[src/core/lpwc_pkg.sv]
package lpwc_pkg;

    // APB address width and register indices (byte address = index * 4)
    localparam int          ADDR_W      = 12;
    localparam logic [7:0]  CONFIG_IDX  = 8'hb5;
    localparam logic [7:0]  FLAGS_IDX   = 8'hce;
    localparam logic [7:0]  MODE_IDX    = 8'hb6;
    localparam logic [7:0]  STATUS_IDX  = 8'hb7;

    // Configuration register fields
    localparam int CFG_SLEEP_BIT    = 7;
    localparam int CFG_SUSPEND_BIT  = 6;
    localparam int CFG_CLEAR_BIT    = 5;
    localparam int CFG_PIN_FLAG_BIT = 4;
    localparam int CFG_SRC_MSB      = 3;

    // Flag register, mode register and status register fields
    localparam int FLG_CAP_BIT      = 0;
    localparam int MODE_MON_DIS_BIT = 5;
    localparam int MODE_OSC_OFF_BIT = 0;
    localparam int STAT_KEEP_BIT    = 2;
    localparam int STAT_CAUSE_LSB   = 3;

    // Wake source vector: 3 osc fail, 2 alarm, 1 port match, 0 comparator
    localparam int NUM_WAKE     = 5;
    localparam int NUM_IN       = 7;
    localparam int SRC_CAP      = 4;
    localparam int SRC_RST_PIN  = 5;
    localparam int SRC_RST_REQ  = 6;
    localparam logic [NUM_IN-1:0]   FALL_MASK    = 7'h20;
    localparam logic [NUM_WAKE-1:0] SLEEP_MASK   = 5'h0f;
    localparam logic [NUM_WAKE-1:0] SUSPEND_MASK = 5'h1f;

    // Timing
    localparam int CLK_MHZ         = 50;
    localparam int KEEP_AWAKE_US   = 15;
    localparam int KEEP_AWAKE_CLKS = KEEP_AWAKE_US * CLK_MHZ;
    localparam int KEEP_W          = 10;
    localparam int FLAG_HIDE_CLKS  = 2;

    typedef enum logic [1:0] {
        ST_ACTIVE  = 2'b00,
        ST_SLEEP   = 2'b01,
        ST_SUSPEND = 2'b10
    } lpwc_state_t;

endpackage : lpwc_pkg

[src/core/lpwc_top.sv]
`timescale 1ns/1ps
`default_nettype none

//
// Overview of operation
// - Sleep keeps RAM and register state retained
// - Location zero may be clobbered on wake from sleep
// - Sleep ends on enabled osc/alarm/port/comparator
// - Reset with monitor off: full POR, re-enable
// - Reset pin falling edge always wakes
// - Config bit 4 is reset-pin wake flag
// - Enable bit one enables, zero disables
// - Config bit 7 sleeps, bit 6 suspends
// - Config bit 5 clears all wake flags
// - Config bits 3:0 enables written, flags read
// - Flag bit 0 cap-sense; bits 7:1 zero
// - Flags set on events regardless of enable
// - Enabled flag set blocks entry and osc off
// - Flags read zero two clocks after suspend
// - Wake cause readable from status register
// - Cap-sense event wakes from suspend
// - Suspend gates clock and stops oscillators
module lpwc_top (
    input  wire logic        pclk,
    input  wire logic        presetn,
    input  wire logic        psel,
    input  wire logic        penable,
    input  wire logic        pwrite,
    input  wire logic [11:0] paddr,
    input  wire logic [31:0] pwdata,
    output logic      [31:0] prdata,
    output logic             pready,
    output logic             pslverr,
    input  wire logic        comparator_out,
    input  wire logic        port_match_evt,
    input  wire logic        rtc_alarm_evt,
    input  wire logic        rtc_osc_fail,
    input  wire logic        cap_sense_done,
    input  wire logic        reset_pin_n,
    input  wire logic        reset_request,
    output logic             sleep_active,
    output logic             suspend_active,
    output logic             sysclk_gate,
    output logic             osc_all_off,
    output logic             ram_retain,
    output logic             lp_osc_off,
    output logic             supply_monitor_off,
    output logic             full_por_req,
    output logic             xram_zero_strobe
);
    localparam int NW = lpwc_pkg::NUM_WAKE;
    localparam int NI = lpwc_pkg::NUM_IN;

    logic [NI-1:0]            in_sync;
    logic [NI-1:0]            evt;
    lpwc_pkg::lpwc_state_t    state_reg;
    lpwc_pkg::lpwc_state_t    state_next;
    logic [NW-1:0]            flags_reg;
    logic [NW-1:0]            en_reg;
    logic [NW-1:0]            en_next;
    logic                     pin_flag_reg;
    logic [1:0]               hide_cnt_reg;
    logic [lpwc_pkg::KEEP_W-1:0] keep_cnt_reg;
    logic [5:0]               cause_reg;
    logic                     mon_dis_reg;
    logic [31:0]              prdata_reg;
    logic                     pready_reg;
    logic                     pslverr_reg;
    logic                     sleep_reg;
    logic                     suspend_reg;
    logic                     gate_reg;
    logic                     osc_all_off_reg;
    logic                     retain_reg;
    logic                     lp_osc_off_reg;
    logic                     full_por_reg;
    logic                     xram_reg;
    logic                     setup;
    logic                     wr;
    logic                     wr_cfg;
    logic                     wr_flg;
    logic                     wr_mode;
    logic                     clear_w;
    logic                     hidden;
    logic                     refuse;
    logic                     wake_sleep;
    logic                     wake_suspend;
    logic                     enter_sleep;
    logic                     enter_suspend;
    logic [7:0]               cfg_rd;
    logic [7:0]               flg_rd;

    // Address match on an aligned word at index times four
    function automatic logic addr_hit(input logic [11:0] a,
                                      input logic [7:0]  idx);
        addr_hit = (a == {2'b00, idx, 2'b00});
    endfunction : addr_hit

    // Pins come from outside the clock domain
    lpwc_sync #(
        .WIDTH    (NI)
    ) u_sync (
        .pclk     (pclk),
        .presetn  (presetn),
        .async_in ({reset_request, reset_pin_n, cap_sense_done,
                    rtc_osc_fail, rtc_alarm_evt, port_match_evt,
                    comparator_out}),
        .sync_out (in_sync)
    );

    lpwc_edge #(
        .WIDTH     (NI),
        .FALL_MASK (lpwc_pkg::FALL_MASK)
    ) u_edge (
        .pclk      (pclk),
        .presetn   (presetn),
        .level     (in_sync),
        .pulse     (evt)
    );

    // Bus decode; writes land at the access edge with pready high
    assign setup   = psel & ~penable;
    assign wr      = psel & penable & pready_reg & pwrite & ~pslverr_reg;
    assign wr_cfg  = wr & addr_hit(paddr, lpwc_pkg::CONFIG_IDX);
    assign wr_flg  = wr & addr_hit(paddr, lpwc_pkg::FLAGS_IDX);
    assign wr_mode = wr & addr_hit(paddr, lpwc_pkg::MODE_IDX);
    assign clear_w = wr_cfg & pwdata[lpwc_pkg::CFG_CLEAR_BIT];

    // Enables 3:0 come from the same write that selects the mode; cap-sense enable comes from a flag register write
    always_comb begin
        en_next = en_reg;
        if (wr_cfg) begin
            en_next[lpwc_pkg::CFG_SRC_MSB:0] =
                pwdata[lpwc_pkg::CFG_SRC_MSB:0];
        end
        if (wr_flg) begin
            en_next[lpwc_pkg::SRC_CAP] = pwdata[lpwc_pkg::FLG_CAP_BIT];
        end
    end

    // Entry blocked while any enabled flag, incoming event or pin flag
    assign refuse = (|(((clear_w ? '0 : flags_reg) | evt[NW-1:0])
                       & en_next))
                  | (pin_flag_reg & ~clear_w)
                  | evt[lpwc_pkg::SRC_RST_PIN];

    assign enter_sleep   = wr_cfg & pwdata[lpwc_pkg::CFG_SLEEP_BIT]
                         & ~refuse;
    assign enter_suspend = wr_cfg & pwdata[lpwc_pkg::CFG_SUSPEND_BIT]
                         & ~pwdata[lpwc_pkg::CFG_SLEEP_BIT] & ~refuse;
    assign wake_sleep    = (|(evt[NW-1:0] & en_reg & lpwc_pkg::SLEEP_MASK))
                         | evt[lpwc_pkg::SRC_RST_PIN];
    assign wake_suspend  = (|(evt[NW-1:0] & en_reg
                              & lpwc_pkg::SUSPEND_MASK))
                         | evt[lpwc_pkg::SRC_RST_PIN];

    // Power mode sequencing
    always_comb begin
        state_next = state_reg;
        unique case (state_reg)
            lpwc_pkg::ST_ACTIVE: begin
                if (enter_sleep) begin
                    state_next = lpwc_pkg::ST_SLEEP;
                end else if (enter_suspend) begin
                    state_next = lpwc_pkg::ST_SUSPEND;
                end
            end
            lpwc_pkg::ST_SLEEP: begin
                if (wake_sleep) begin
                    state_next = lpwc_pkg::ST_ACTIVE;
                end
            end
            lpwc_pkg::ST_SUSPEND: begin
                if (wake_suspend) begin
                    state_next = lpwc_pkg::ST_ACTIVE;
                end
            end
            default: state_next = lpwc_pkg::ST_ACTIVE;
        endcase
    end

    always_ff @(posedge pclk or negedge presetn) begin
        if (!presetn) begin
            state_reg <= lpwc_pkg::ST_ACTIVE;
        end else begin
            state_reg <= state_next;
        end
    end

    // Mode outputs registered from the next state
    always_ff @(posedge pclk or negedge presetn) begin
        if (!presetn) begin
            sleep_reg       <= 1'b0;
            suspend_reg     <= 1'b0;
            gate_reg        <= 1'b0;
            osc_all_off_reg <= 1'b0;
            retain_reg      <= 1'b0;
        end else begin
            sleep_reg       <= state_next == lpwc_pkg::ST_SLEEP;
            suspend_reg     <= state_next == lpwc_pkg::ST_SUSPEND;
            gate_reg        <= state_next != lpwc_pkg::ST_ACTIVE;
            osc_all_off_reg <= state_next != lpwc_pkg::ST_ACTIVE;
            retain_reg      <= state_next == lpwc_pkg::ST_SLEEP;
        end
    end

    // Enables held until rewritten
    always_ff @(posedge pclk or negedge presetn) begin
        if (!presetn) begin
            en_reg <= '0;
        end else begin
            en_reg <= en_next;
        end
    end

    // Sticky flags; an event in the clearing cycle wins
    always_ff @(posedge pclk or negedge presetn) begin
        if (!presetn) begin
            flags_reg    <= '0;
            pin_flag_reg <= 1'b0;
        end else begin
            flags_reg    <= (clear_w ? '0 : flags_reg)
                          | evt[NW-1:0];
            pin_flag_reg <= (clear_w ? 1'b0 : pin_flag_reg)
                          | evt[lpwc_pkg::SRC_RST_PIN];
        end
    end

    // Flags masked for two clocks after leaving suspend
    always_ff @(posedge pclk or negedge presetn) begin
        if (!presetn) begin
            hide_cnt_reg <= '0;
        end else if (state_reg == lpwc_pkg::ST_SUSPEND
                     && state_next == lpwc_pkg::ST_ACTIVE) begin
            hide_cnt_reg <= 2'(lpwc_pkg::FLAG_HIDE_CLKS);
        end else if (hide_cnt_reg != '0) begin
            hide_cnt_reg <= hide_cnt_reg - 2'd1;
        end
    end

    assign hidden = hide_cnt_reg != '0;

    // Last wake cause latched for software
    always_ff @(posedge pclk or negedge presetn) begin
        if (!presetn) begin
            cause_reg <= '0;
        end else if (state_reg != lpwc_pkg::ST_ACTIVE
                     && state_next == lpwc_pkg::ST_ACTIVE) begin
            cause_reg <= {evt[lpwc_pkg::SRC_RST_PIN],
                          evt[NW-1:0] & en_reg};
        end
    end

    // Hint window after a pin wake so the pending reset can land
    always_ff @(posedge pclk or negedge presetn) begin
        if (!presetn) begin
            keep_cnt_reg <= '0;
        end else if (state_reg != lpwc_pkg::ST_ACTIVE
                     && evt[lpwc_pkg::SRC_RST_PIN]) begin
            keep_cnt_reg <=
                lpwc_pkg::KEEP_W'(lpwc_pkg::KEEP_AWAKE_CLKS);
        end else if (keep_cnt_reg != '0) begin
            keep_cnt_reg <= keep_cnt_reg - 1'b1;
        end
    end

    // Supply monitor control; a reset with it off forces full POR
    always_ff @(posedge pclk or negedge presetn) begin
        if (!presetn) begin
            mon_dis_reg  <= 1'b0;
            full_por_reg <= 1'b0;
        end else begin
            full_por_reg <= evt[lpwc_pkg::SRC_RST_REQ] & mon_dis_reg;
            if (evt[lpwc_pkg::SRC_RST_REQ]) begin
                mon_dis_reg <= 1'b0;
            end else if (wr_mode) begin
                mon_dis_reg <= pwdata[lpwc_pkg::MODE_MON_DIS_BIT];
            end
        end
    end

    // Low-power oscillator off request, refused while flags pend
    always_ff @(posedge pclk or negedge presetn) begin
        if (!presetn) begin
            lp_osc_off_reg <= 1'b0;
        end else if (wr_mode) begin
            lp_osc_off_reg <= pwdata[lpwc_pkg::MODE_OSC_OFF_BIT]
                            & ~refuse;
        end
    end

    // Location zero may be overwritten on the way out of sleep
    always_ff @(posedge pclk or negedge presetn) begin
        if (!presetn) begin
            xram_reg <= 1'b0;
        end else begin
            xram_reg <= state_reg == lpwc_pkg::ST_SLEEP
                      && state_next == lpwc_pkg::ST_ACTIVE;
        end
    end

    // Read images; write-only mode selects read as zero
    assign cfg_rd = {3'b000,
                     pin_flag_reg & ~hidden,
                     flags_reg[lpwc_pkg::CFG_SRC_MSB:0]
                     & {4{~hidden}}};
    assign flg_rd = {7'b000_0000,
                     flags_reg[lpwc_pkg::SRC_CAP] & ~hidden};

    // APB slave: one wait-free access phase, error on unmapped word
    always_ff @(posedge pclk or negedge presetn) begin
        if (!presetn) begin
            prdata_reg  <= '0;
            pready_reg  <= 1'b0;
            pslverr_reg <= 1'b0;
        end else begin
            pready_reg  <= setup;
            pslverr_reg <= setup
                & !(addr_hit(paddr, lpwc_pkg::CONFIG_IDX)
                  | addr_hit(paddr, lpwc_pkg::FLAGS_IDX)
                  | addr_hit(paddr, lpwc_pkg::MODE_IDX)
                  | addr_hit(paddr, lpwc_pkg::STATUS_IDX));
            prdata_reg  <= '0;
            if (setup && !pwrite) begin
                if (addr_hit(paddr, lpwc_pkg::CONFIG_IDX)) begin
                    prdata_reg <= {24'h00_0000, cfg_rd};
                end else if (addr_hit(paddr, lpwc_pkg::FLAGS_IDX)) begin
                    prdata_reg <= {24'h00_0000, flg_rd};
                end else if (addr_hit(paddr, lpwc_pkg::MODE_IDX)) begin
                    prdata_reg[lpwc_pkg::MODE_MON_DIS_BIT] <= mon_dis_reg;
                    prdata_reg[lpwc_pkg::MODE_OSC_OFF_BIT] <= lp_osc_off_reg;
                end else if (addr_hit(paddr, lpwc_pkg::STATUS_IDX)) begin
                    prdata_reg[1:0] <= state_reg;
                    prdata_reg[lpwc_pkg::STAT_KEEP_BIT] <= keep_cnt_reg != '0;
                    prdata_reg[lpwc_pkg::STAT_CAUSE_LSB +: 6] <= cause_reg;
                end
            end
        end
    end

    assign prdata             = prdata_reg;
    assign pready             = pready_reg;
    assign pslverr            = pslverr_reg;
    assign sleep_active       = sleep_reg;
    assign suspend_active     = suspend_reg;
    assign sysclk_gate        = gate_reg;
    assign osc_all_off        = osc_all_off_reg;
    assign ram_retain         = retain_reg;
    assign lp_osc_off         = lp_osc_off_reg;
    assign supply_monitor_off = mon_dis_reg;
    assign full_por_req       = full_por_reg;
    assign xram_zero_strobe   = xram_reg;
endmodule : lpwc_top

`default_nettype wire

[src/core/lpwc_sync.sv]
`timescale 1ns/1ps
`default_nettype none

// Two-stage synchroniser for asynchronous pins
module lpwc_sync #(
    parameter int WIDTH = 7
) (
    input  wire logic             pclk,
    input  wire logic             presetn,
    input  wire logic [WIDTH-1:0] async_in,
    output logic      [WIDTH-1:0] sync_out
);
    logic [WIDTH-1:0] meta_reg;
    logic [WIDTH-1:0] sync_reg;

    // First stage is read only by the second
    always_ff @(posedge pclk or negedge presetn) begin
        if (!presetn) begin
            meta_reg <= '0;
            sync_reg <= '0;
        end else begin
            meta_reg <= async_in;
            sync_reg <= meta_reg;
        end
    end

    assign sync_out = sync_reg;

endmodule : lpwc_sync

`default_nettype wire

[src/core/lpwc_edge.sv]
`timescale 1ns/1ps
`default_nettype none

// Per-bit edge detector; a set mask bit selects falling edges
module lpwc_edge #(
    parameter int               WIDTH     = 7,
    parameter logic [WIDTH-1:0] FALL_MASK = '0
) (
    input  wire logic             pclk,
    input  wire logic             presetn,
    input  wire logic [WIDTH-1:0] level,
    output logic      [WIDTH-1:0] pulse
);
    logic [WIDTH-1:0] prev_reg;

    // Previous sample; reset low so no fake falling edge at start
    always_ff @(posedge pclk or negedge presetn) begin
        if (!presetn) begin
            prev_reg <= '0;
        end else begin
            prev_reg <= level;
        end
    end

    genvar i;
    generate
        for (i = 0; i < WIDTH; i++) begin : g_edge
            assign pulse[i] = FALL_MASK[i] ? (prev_reg[i] & ~level[i])
                                           : (level[i] & ~prev_reg[i]);
        end
    endgenerate

endmodule : lpwc_edge

`default_nettype wire

[config.mk]
export PLATFORM = sky130hd
export DESIGN_NAME = lpwc_top
export DESIGN_NICKNAME = d
export VERILOG_FILES = /design/src/core/lpwc_pkg.sv /design/src/core/lpwc_top.sv /design/src/core/lpwc_sync.sv /design/src/core/lpwc_edge.sv
export SDC_FILE = /design/constraint.sdc
export NUM_CORES = 1
export LEC_CHECK = 0
export BUFFER_PORTS_ARGS = -buffer_cell sky130_fd_sc_hd__buf_2
export CAP_MARGIN = 5
export CORE_MARGIN = 5
export CORE_UTILIZATION = 55
export CTS_CLUSTER_DIAMETER = 60
export CTS_CLUSTER_SIZE = 40
export DETAILED_ROUTE_END_ITERATION = 10
export GPL_TIMING_DRIVEN = 1
export PLACE_DENSITY_LB_ADDON = 0.12
export SLEW_MARGIN = 20
export SYNTH_ARGS = -nofsm -noshare
export SYNTH_HDL_FRONTEND = slang
export SYNTH_HIERARCHICAL = 1
export SYNTH_SLANG_ARGS = --single-unit
[constraint.sdc]
create_clock -name pclk -period 4 [get_ports pclk]
set_input_delay 1 -clock pclk [delete_from_list [all_inputs] [get_ports pclk]]
set_output_delay 1 -clock pclk [all_outputs]
set_load 0.005 [all_outputs]
* Yosys cells after proc, flatten, opt, wreduce, memory -nomap -nowiden
Cells that the tools add are included.
** Operators by class
- Add/sub/neg operators :: 2
- Eq/ne operators :: 8
- Mux-type cells :: 23
- Bitwise operators :: 52
- Reduce and logical (&&, ||, !) cells :: 19
** Operators with widths (count)
- 12-bit by 10-bit equality test with 1-bit output, second input constant :: 4
- 32-bit 2-to-1 mux :: 1
- 1-bit AND :: 27
- 9-bit 2-to-1 mux :: 3
- 10-bit 2-to-1 mux :: 2
- 1-bit inverter :: 13
- 2-bit 2-to-1 mux :: 6
- 2-bit nonzero test :: 6
- 5-bit AND :: 2
- 10-bit nonzero test :: 1
- 5-bit OR reduction :: 2
- 10-bit by 1-bit subtractor with 10-bit output, second input constant :: 1
- 4-bit 2-to-1 mux :: 2
- 1-bit bitwise OR :: 8
- 1-bit 2-to-1 mux :: 6
- 2-bit case mux with 3 select lines :: 1
- 1-bit logical AND :: 5
- 5-bit 2-to-1 mux :: 1
- 5-bit bitwise OR :: 1
- 4-bit AND :: 1
- 2-bit by 1-bit equality test with 1-bit output, second input constant :: 2
- 2-bit equality test, second input constant :: 2
- 2-bit zero test :: 2
- 4-bit OR reduction :: 1
- 3 further kinds :: 4
** Word-level totals
- Bits in registers :: 93
- Input bits :: 56
- Output and inout bits :: 43
- Logic and storage cells :: 124

* Logic depth before layout (Yosys ltp)
Gate-level depths: netlist of the first run.
- Depth after elaboration :: 20
- Gate-level depth with buffers :: 9

* By module
Netlist of the first run, hierarchy kept.
** By module, submodules not included
- lpwc_top :: instances 1, cells each 251, area each 2506.2 um^2, seq. area each 1226.2 um^2
- lpwc_sync :: instances 1, cells each 14, area each 350.3 um^2, seq. area each 350.3 um^2
- lpwc_edge :: instances 1, cells each 14, area each 271.5 um^2, seq. area each 175.2 um^2

* Worst setup path after synthesis of the first run
Ideal clock, no wire load.
- Kind :: input port to flip-flop
- Start :: input port paddr[11]
- End :: register lp_osc_off_reg, in the netlist lp_osc_off
- Setup time :: 0.103 ns
- Arrival time :: 2.639 ns
- Data required time :: 3.897 ns
- Setup slack :: 1.257 ns
- Cell stages on the path :: 6
- Path buffers :: 0
- Cell sequence :: or2_4 nor4_4 and2_2 mux2i_1 o221ai_2 o41ai_2
** Between the ends
- Cells in the longest elaborated chain, start to end :: 11
- Elaborated cells between the ends (all ways) :: 19
** Ends and longest elaborated chain
- start, declared :: RTL line lpwc_top.sv:29 : input wire logic [11:0] paddr,
- 12-bit by 10-bit equality test with 1-bit output :: RTL line lpwc_top.sv:95 : addr_hit = (a == {2'b00, idx, 2'b00});
- 1-bit AND :: RTL line lpwc_top.sv:123 : assign wr_cfg = wr & addr_hit(paddr, lpwc_pkg::CONFIG_IDX);
- 1-bit AND :: RTL line lpwc_top.sv:126 : assign clear_w = wr_cfg & pwdata[lpwc_pkg::CFG_CLEAR_BIT];
- 5-bit 2-to-1 mux :: RTL line lpwc_top.sv:141 : assign refuse = (|(((clear_w ? '0 : flags_reg) | evt[NW-1:0])
- 5-bit bitwise OR :: RTL line lpwc_top.sv:141
- 5-bit AND :: RTL line lpwc_top.sv:142 : & en_next))
- 5-bit OR reduction :: RTL line lpwc_top.sv:141
- 1-bit bitwise OR :: RTL line lpwc_top.sv:143 : | (pin_flag_reg & ~clear_w)
- 1-bit bitwise OR :: RTL line lpwc_top.sv:144 : | evt[lpwc_pkg::SRC_RST_PIN];
- 1-bit inverter :: RTL line lpwc_top.sv:287 : & ~refuse;
- 1-bit AND :: RTL line lpwc_top.sv:287
- end signal, assigned :: RTL line lpwc_top.sv:286 : lp_osc_off_reg <= pwdata[lpwc_pkg::MODE_OSC_OFF_BIT]
- end, declared :: RTL line lpwc_top.sv:74 : logic lp_osc_off_reg;
Parallel ways exist; a longest one is shown, timed or not.
A chain may end at the register's enable or synchronous reset.

* Worst setup path after layout of the first run
Same ends and word-level chain as after synthesis.

==> impl_metrics.toml, run 1 <==
[routing]
drt-met1-wl_microns = 2540
met2_length_microns = 2810
wl_met3_microns = 340
detail-route-antenna-nets = 0
viasPerCell = 4.98
dr.max_layer_used = "met4"
post_drt_wl_per_cell_microns = 13.9
wirelength_microns = 5760
drt_iter0_markers = 102
dr_total_vias = 2057
first_pass_iters = 4
drc = 0

[finish]
syn_to_final_growth_pct = 13.3
n_fill_cell = 461
nets = 394
largest_reg_flops = 10
drive_gt1_share_pct = 27.0
n_antenna_cell = 0

[synthesis]
yosys_warnings = 6
synthArstFlopShare_pct = 100
syn_area_sq_um = 3130
avgSynthCellArea_sq_um = 11.2
ys.flop_type = "dfrtp_1"
syn_inst = 279
synthTopCellsByArea = "dfrtp_1 (56%), buf_4 (6.0%), nor2b_4 (3.1%)"
synth_top_cell_area_share_pct = 56.0
synth-edff-count = 0
synth_cell_types = 54
yosysTopAreaCell = "dfrtp_1"
seq_area_frac_synth_pct = 56.0
synth_seq_cells = 70

[min_path]
min_path_cells = 0
min_path_type = "reg2reg"

[critical_path]
critical_path_buf_inv_count = 1
ff2ff_path_depth = 8
cp_max_fo = 10
slowest_delay_ns = 0.54
crit_arrival_ns = 3.04
worst_setup_path_end_kind = "flip-flop"
start_kind = "input port"
slowest_stage = "nor4_4"
cp.depth = 7
crit_family = "simple AND/OR/NAND/NOR gates"
critPathKind = "in2reg"
path_cells = "buf_2 > or2_4 > nor4_4 > and2_2 > mux2i_1 > o221ai_2 > o41ai_2"
worstPathRequired_ns = 4.23

[job]
max_cap_violations = 0

[global_route]
grt_max_degree = 71
grt_pass1_vias = 2079
gr-usage-all-layers_pct = 17.3
grt-ovfl-total = 0
antenna_found_initial = 0
grt_pass1_wl_microns = 9890

[pwr]
leakagePower_uw = 0.00181
irDropWorstVdd_mv = 0.403
power_density_nw_per_um2 = 534

[sta]
min_period_ns = 2.81
fin_setup_tns_ns = 0
final_max_slew_viol_count = 0
slew_headroom_pct = 43.1
setup_violations = 0
skew_ns = 0.0105
worst_slew_pin_slew_ns = 0.853
fmax_mhz = 356
layout_setup_ws_ns = 1.19
finalCritPeriodShare_pct = 70.3
hold_violations = 0
rsz0062_at_grt = "false"

[die]
core-area_sq_um = 5510
boundaryPins = 99
die_y_microns = 85.4
die_w_microns = 85.4
rows = 27
initial_core_util_pct = 56.8
die-area_sq_um = 7300

[placement]
hpwl_microns = 4310
io_buffers = 50
post-place-ws_ns = 0.786
gp_congestion = 0.787

[clock_network]
cts_max_path_buffers = 2
clock_latency_ns = 0.34
postCtsHoldBufs = 0
cts_root_buffer = "clkbuf_8"
cts_tree = "yes"
cts-resized-gates = 0
cts.reportedPaths.clkPinSlew_ns = 0.07
postCtsSetupBuffers = 0
htree_levels = 3
cts_buffers = 9
clock_sinks = 70

[outcome]
outcome = "complete, no violations"
## cells in the mapped netlist, types with 3 or more instances
cell type / instances
nor2b_4: 7
o21ai_0: 13
a21oi_1: 6
xnor2_1: 4
nor2_1: 23
buf_4: 25
nand2b_1: 7
nor3_1: 4
mux2i_1: 6
a31oi_1: 4
nand4_1: 4
a22oi_1: 4
and2_1: 3
nand3_1: 4
or2_2: 6
nor2b_1: 3
and3_1: 3
nand2_1: 21
dfrtp_1: 70
inv_1: 17
o22ai_1: 3
## metrics by stage
step	total power, uW	hold WS [ns]	area [sq um]	util [%]	instances
final	1890	0.354	3540	64.4	413
after detailed placement	1380	0.340	3360	61.1	397
after global routing	2030	0.367	3540	64.4	413
after CTS	1910	0.358	3540	64.4	413
after global placement	1360	0.333	3360	61.1	397
after floorplan	1290	0.331	3210	-	301
## per-layer routing
layer,vias to the layer above,global-route usage (%)
li1,1017,-
met1,984,22.8
met2,49,27.4
met3,7,6.21
met4,0,4.32
met5,-,0
## layout make-up
class	count	area, sq um	area share [%]
Clock buffer	12	135	3.81
Clock inverter	4	47.5	1.34
Inverter	17	63.8	1.80
Multi-Input combinational cell	187	1200	33.8
Sequential cell	70	1750	49.4
Tap cell	72	90.1	2.54
Timing Repair Buffer	51	258	7.27
## path summary, 6_finish.rpt
kind,from,end,slack (ns)
min in group asynchronous,presetn,pready,0.85
setup reg to reg,keep_cnt_reg[0],keep_cnt_reg[6],1.69
max in group asynchronous,presetn,suspend_active,2.58
setup / recovery,paddr[11],lp_osc_off,1.19
hold reg to reg,u_sync/meta_reg[5],u_sync/sync_out[5],0.35
hold / removal,u_sync/meta_reg[5],u_sync/sync_out[5],0.35
## worst register-to-register path: cells and delay by family (launching register included)
| kind | cells | cell delay [ns] |
|---|---|---|
| XOR/XNOR | 1 | 0.13 |
| adder cells (fa/ha/maj) | 1 | 0.21 |
| buffers and inverters | 1 | 0.07 |
| flip-flops | 1 | 0.41 |
| AND/OR/NAND/NOR | 5 | 1.35 |
## cells in the final DEF, fill, tap and decap left out, drive strengths merged, types with 4 or more instances in the layout
cell type / n
and2: 4
dfrtp: 70
conb: 23
o21ai: 14
or2: 7
nand4: 4
nor3: 4
inv: 17
nand2b: 7
buf: 51
a31oi: 4
nand2: 21
nor2b: 10
nor2: 23
xnor2: 4
clkbuf: 12
nand3: 5
a22oi: 4
and3: 5
mux2i: 6
a21oi: 6
## power breakdown
group | internal [uW] | switching, uW
Combinational | 264 | 301
Sequential | 768 | 31.8
Clock | 287 | 240
Total | 1320 | 573
## cell families after synthesis
| family | share of synthesized area [%] |
|---|---|
| AO/OA/AOI/OAI | 7.84 |
| AND/OR/NAND/NOR | 23.0 |
| multiplexers | 2.28 |
| flip-flops | 56.0 |
| XOR/XNOR | 1.68 |
| buffers and inverters | 8.32 |
| adder cells (fa/ha/maj) | 0.800 |
| other | 0.120 |
(Power assumes the default switching activity.)
==> run 2, diff against run 1 <==
- CORE_UTILIZATION: 55 -> 51
- clock period: 4 -> 2.6 ns (I/O delays scaled with it)
==> impl_metrics.toml, run 2 (synthesis results as in run 1) <==
[pwr]
p_sw_uw = 903
power_density_nw_per_um2 = 825
p_clk_share_pct = 30.1
irDropWorstVdd_mv = 0.708
intPower_uw = 2080
combPwrFrac_pct = 28.8
total_power_uw = 2980
seqPwrFrac_pct = 41.1
leakagePower_uw = 0.00185
p_sw_share_pct = 30.3

[sta]
worst_slew_pin_slew_ns = 0.593
rsz0062_at_grt = "false"
slew_headroom_pct = 60.2
fin_hold_ws_ns = 0.293
final_max_slew_viol_count = 0
fin_setup_tns_ns = 0
finalCritPeriodShare_pct = 87.7
fmax_mhz = 439
min_period_ns = 2.28
setup_violations = 0
skew_ns = 0.0103
hold_violations = 0

[finish]
fin_util_pct = 60.7
drive_gt1_share_pct = 28.7
n_fill_cell = 521
design_area_sq_um = 3620
final_cell_mix = "dfrtp_1 (70), buf_2 (50), nor2_1 (23), conb_1 (23), nand2_1 (21)"
layout_commonest_cell = "dfrtp_1"
largest_reg_flops = 10
syn_to_final_growth_pct = 15.6
nets = 398
n_antenna_cell = 0

[global_route]
met3_usage_pct = 5.03
antenna_found_initial = 0
grtUsageMet1_pct = 21.9
grt-busiest-layer = "met2"
gr-usage-all-layers_pct = 16.2
grt_pass1_vias = 2060
grt-ovfl-total = 0
grt_max_degree = 48
grt_pass1_wl_microns = 9600
grtUsageMet2_pct = 25.3

[clock_network]
cts_root_buffer = "clkbuf_8"
cts_max_path_buffers = 2
cts_buffers = 9
clock_sinks = 70
clock_latency_ns = 0.34
cts.reportedPaths.clkPinSlew_ns = 0.08
cts-resized-gates = 0
postCtsHoldBufs = 0
cts_tree = "yes"
htree_levels = 3
postCtsSetupBuffers = 0

[routing]
drc = 0
viasPerCell = 4.85
drt_iter0_markers = 36
wirelength_microns = 5770
detail-route-antenna-nets = 0
first_pass_iters = 4
dr_total_vias = 2036
post_drt_wl_per_cell_microns = 13.7

[critical_path]
start_kind = "flip-flop"
cp_max_fo = 6
worst_setup_path_end_kind = "flip-flop"
critPathKind = "reg2reg"
worstPathRequired_ns = 2.80
crit_arrival_ns = 2.48

[placement]
io_buffers = 50
hpwl_microns = 4410
dpl-instance-area_sq_um = 3410
gp_congestion = 0.802

[job]
max_cap_violations = 0

[die]
initial_core_util_pct = 52.5
die_y_microns = 88.3
rows = 28
die_w_microns = 88.3
core-area_sq_um = 5960
boundaryPins = 99
die-area_sq_um = 7800

[outcome]
outcome = "complete, no violations"

[min_path]
min_path_type = "in2async"
run 2: changes by cell type in the layout (fill, tap and decap cells not counted), sizes merged:
cell	change
clkinvlp	+2
clkbuf	-1
clkinv	-1
buf	+4
run 2: cell type report:
cell class              count  area (sq um)  area share [%]
flip-flops and latches     70          1750            48.4
multi-input cells         187          1200            33.1
repair buffers             55           300            8.30
clock buffers              11           151            4.19
well taps                  75          93.8            2.59
inverters                  17          63.8            1.76
clock inverters             5          57.6            1.59
run 2: critical path, cell delays in order, from the launching register on:
cell      delay (ns)
dfrtp_1         0.41
inv_1           0.07
ha_1            0.20
or3b_2          0.45
or4_1           0.54
nand3b_1        0.22
nor4_1          0.08
xnor2_1         0.13
nand2_1         0.06
run 2: layer usage:
| layer | part of all wire (%) | up-vias |
|---|---|---|
| met1 | 47 | 963 |
| met2 | 47 | 39 |
| met4 | 0.75 | 0 |
| met5 | 0 | - |
| li1 | - | 1028 |
| met3 | 4.7 | 6 |
run 2: power by group through the flow:
stage / Sequential, uW / Clock [uW] / Combinational, uW
2_1_floorplan: 1240 / 0 / 750
3_3_place_gp: 1250 / 0 / 847
3_5_place_dp: 1250 / 0 / 861
4_1_cts: 1230 / 918 / 870
5_1_grt: 1240 / 976 / 986
6_report: 1230 / 898 / 859
run 2: final timing paths:
kind,from,to,slack [ns],cells after the start
max in group asynchronous,presetn,osc_all_off,1.67,2
setup reg to reg,keep_cnt_reg[0],keep_cnt_reg[6],0.32,8
hold / removal,presetn,pready,0.29,1
setup / recovery,keep_cnt_reg[0],keep_cnt_reg[6],0.32,8
hold reg to reg,u_sync/meta_reg[5],u_sync/sync_out[5],0.35,0
min in group pclk,u_sync/meta_reg[5],u_sync/sync_out[5],0.35,0
run 2: per-stage QoR:
stage	instances	setup slack, ns
detailed placement	404	-0.00829
floorplan	301	0.207
global placement	404	0.0205
finish	420	0.321
global route	420	0.158
CTS	420	0.313
==> run 3, diff against run 2 <==
- SETUP_SLACK_MARGIN: unset -> 0.5
==> impl_metrics.toml, run 3 (synthesis results as in run 1) <==
[outcome]
outcome = "complete, no violations"

[global_route]
gr-usage-all-layers_pct = 17.3
grt_max_degree = 43
grt_pass1_wl_microns = 10200
antenna_found_initial = 0
grt_pass1_vias = 2214
grt-ovfl-total = 0

[routing]
drt_iter0_markers = 147
post_drt_wl_per_cell_microns = 14.3
drc = 0
dr_total_vias = 2224
wirelength_microns = 6270
detail-route-antenna-nets = 0
viasPerCell = 5.07
first_pass_iters = 4

[die]
die_y_microns = 88.3
core-area_sq_um = 5960
boundaryPins = 99
die_w_microns = 88.3
die-area_sq_um = 7800
rows = 28
initial_core_util_pct = 52.5

[placement]
gp_congestion = 0.789
io_buffers = 50
hpwl_microns = 4540

[clock_network]
cts.reportedPaths.clkPinSlew_ns = 0.08
clock_latency_ns = 0.34
cts_buffers = 9
cts_max_path_buffers = 2
cts_tree = "yes"
cts_root_buffer = "clkbuf_8"
htree_levels = 3
clock_sinks = 70

[sta]
skew_ns = 0.00486
setup_violations = 0
slew_headroom_pct = 55.9
rsz0062_at_grt = "true"
finalCritPeriodShare_pct = 81.2
final_max_slew_viol_count = 0
worst_slew_pin_slew_ns = 0.658
fmax_mhz = 474
hold_violations = 0
fin_hold_ws_ns = 0.132
min_period_ns = 2.11
fin_setup_tns_ns = 0

[finish]
n_fill_cell = 468
multi_input_area_sq_um = 1340
layout_commonest_cell = "dfrtp_1"
n_antenna_cell = 0
drive_gt1_share_pct = 37.6
largest_reg_flops = 10
syn_to_final_growth_pct = 24.9
nets = 417
fin_util_pct = 65.6
final_cell_mix = "dfrtp_1 (70), buf_2 (48), conb_1 (23), buf_4 (23), nor2_1 (21)"
final-seq-area_sq_um = 1750

[critical_path]
worst_setup_path_end_kind = "flip-flop"
cp_max_fo = 3
start_kind = "input port"
ff2ff_path_depth = 6
timing.rr.start = "keep_cnt_reg[5]"
worstPathRequired_ns = 2.85
critPathKind = "in2reg"
rrSetupSlack_ns = 0.53
crit_arrival_ns = 2.36
r2r_end = "keep_cnt_reg[6]"

[pwr]
power_density_nw_per_um2 = 830
total_power_uw = 3250
leakagePower_uw = 0.00196
irDropWorstVdd_mv = 1.17

[min_path]
min_path_type = "in2async"

[job]
max_cap_violations = 0
## run 3: power breakdown
| part | switching, uW | leakage, uW | internal (uW) |
|---|---|---|---|
| clock | 423 | 0.0000914 | 444 |
| sequential | 49.1 | 0.000891 | 1180 |
| combinational | 542 | 0.000979 | 608 |
## run 3: worst max-delay path by stage
| stage | startpoint | slack, ns | to | depth (start not counted) |
|---|---|---|---|---|
| 2_1_floorplan | paddr[0] | 0.25 | lp_osc_off | 6 |
| 4_1_cts | paddr[10] | 0.49 | lp_osc_off | 7 |
| 5_1_grt | paddr[1] | 0.39 | lp_osc_off | 8 |
| 6_report | paddr[10] | 0.49 | state_reg[1] | 9 |
| 3_5_place_dp | paddr[0] | 0.05 | lp_osc_off | 8 |
| 3_3_place_gp | paddr[0] | 0.09 | lp_osc_off | 8 |
## run 3: layer usage
layer	share of wire (%)	track usage, %
met1	43	21.8
met2	51	27.7
met3	5.5	4.00
met4	0.78	9.62
met5	0	0
## run 3: cell type report
type,instances,share of cell area [%]
clock inverters,7,1.92
flip-flops and latches,70,44.8
inverters,17,1.63
multi-input cells,187,34.4
well taps,75,2.40
clock buffers,9,3.17
repair buffers,74,11.7
## run 3: through the flow
| step | instance area (sq um) | setup WS (ns) | std cells |
|---|---|---|---|
| 2_1_floorplan | 3220 | 0.250 | 301 |
| 3_3_place_gp | 3440 | 0.0860 | 408 |
| 3_5_place_dp | 3440 | 0.0455 | 408 |
| 4_1_cts | 3820 | 0.486 | 435 |
| 5_1_grt | 3910 | 0.388 | 439 |
| 6_report | 3910 | 0.489 | 439 |
## run 3: timing repair
action | 4_1_cts | 5_1_grt
pin swaps | 11 | 14
gates resized for setup | 16 | 17
setup endpoints to repair | 10 | 16
hold buffers | 0 | 0
buffers inserted | 11 | 4
## run 3: worst max-delay path: stages
cell,delay (ns)
buf_6,0.09
or2_4,0.25
buf_4,0.14
nor4_2,0.32
a31oi_1,0.15
o22ai_1,0.26
buf_4,0.17
nand4_1,0.14
o21ai_0,0.19
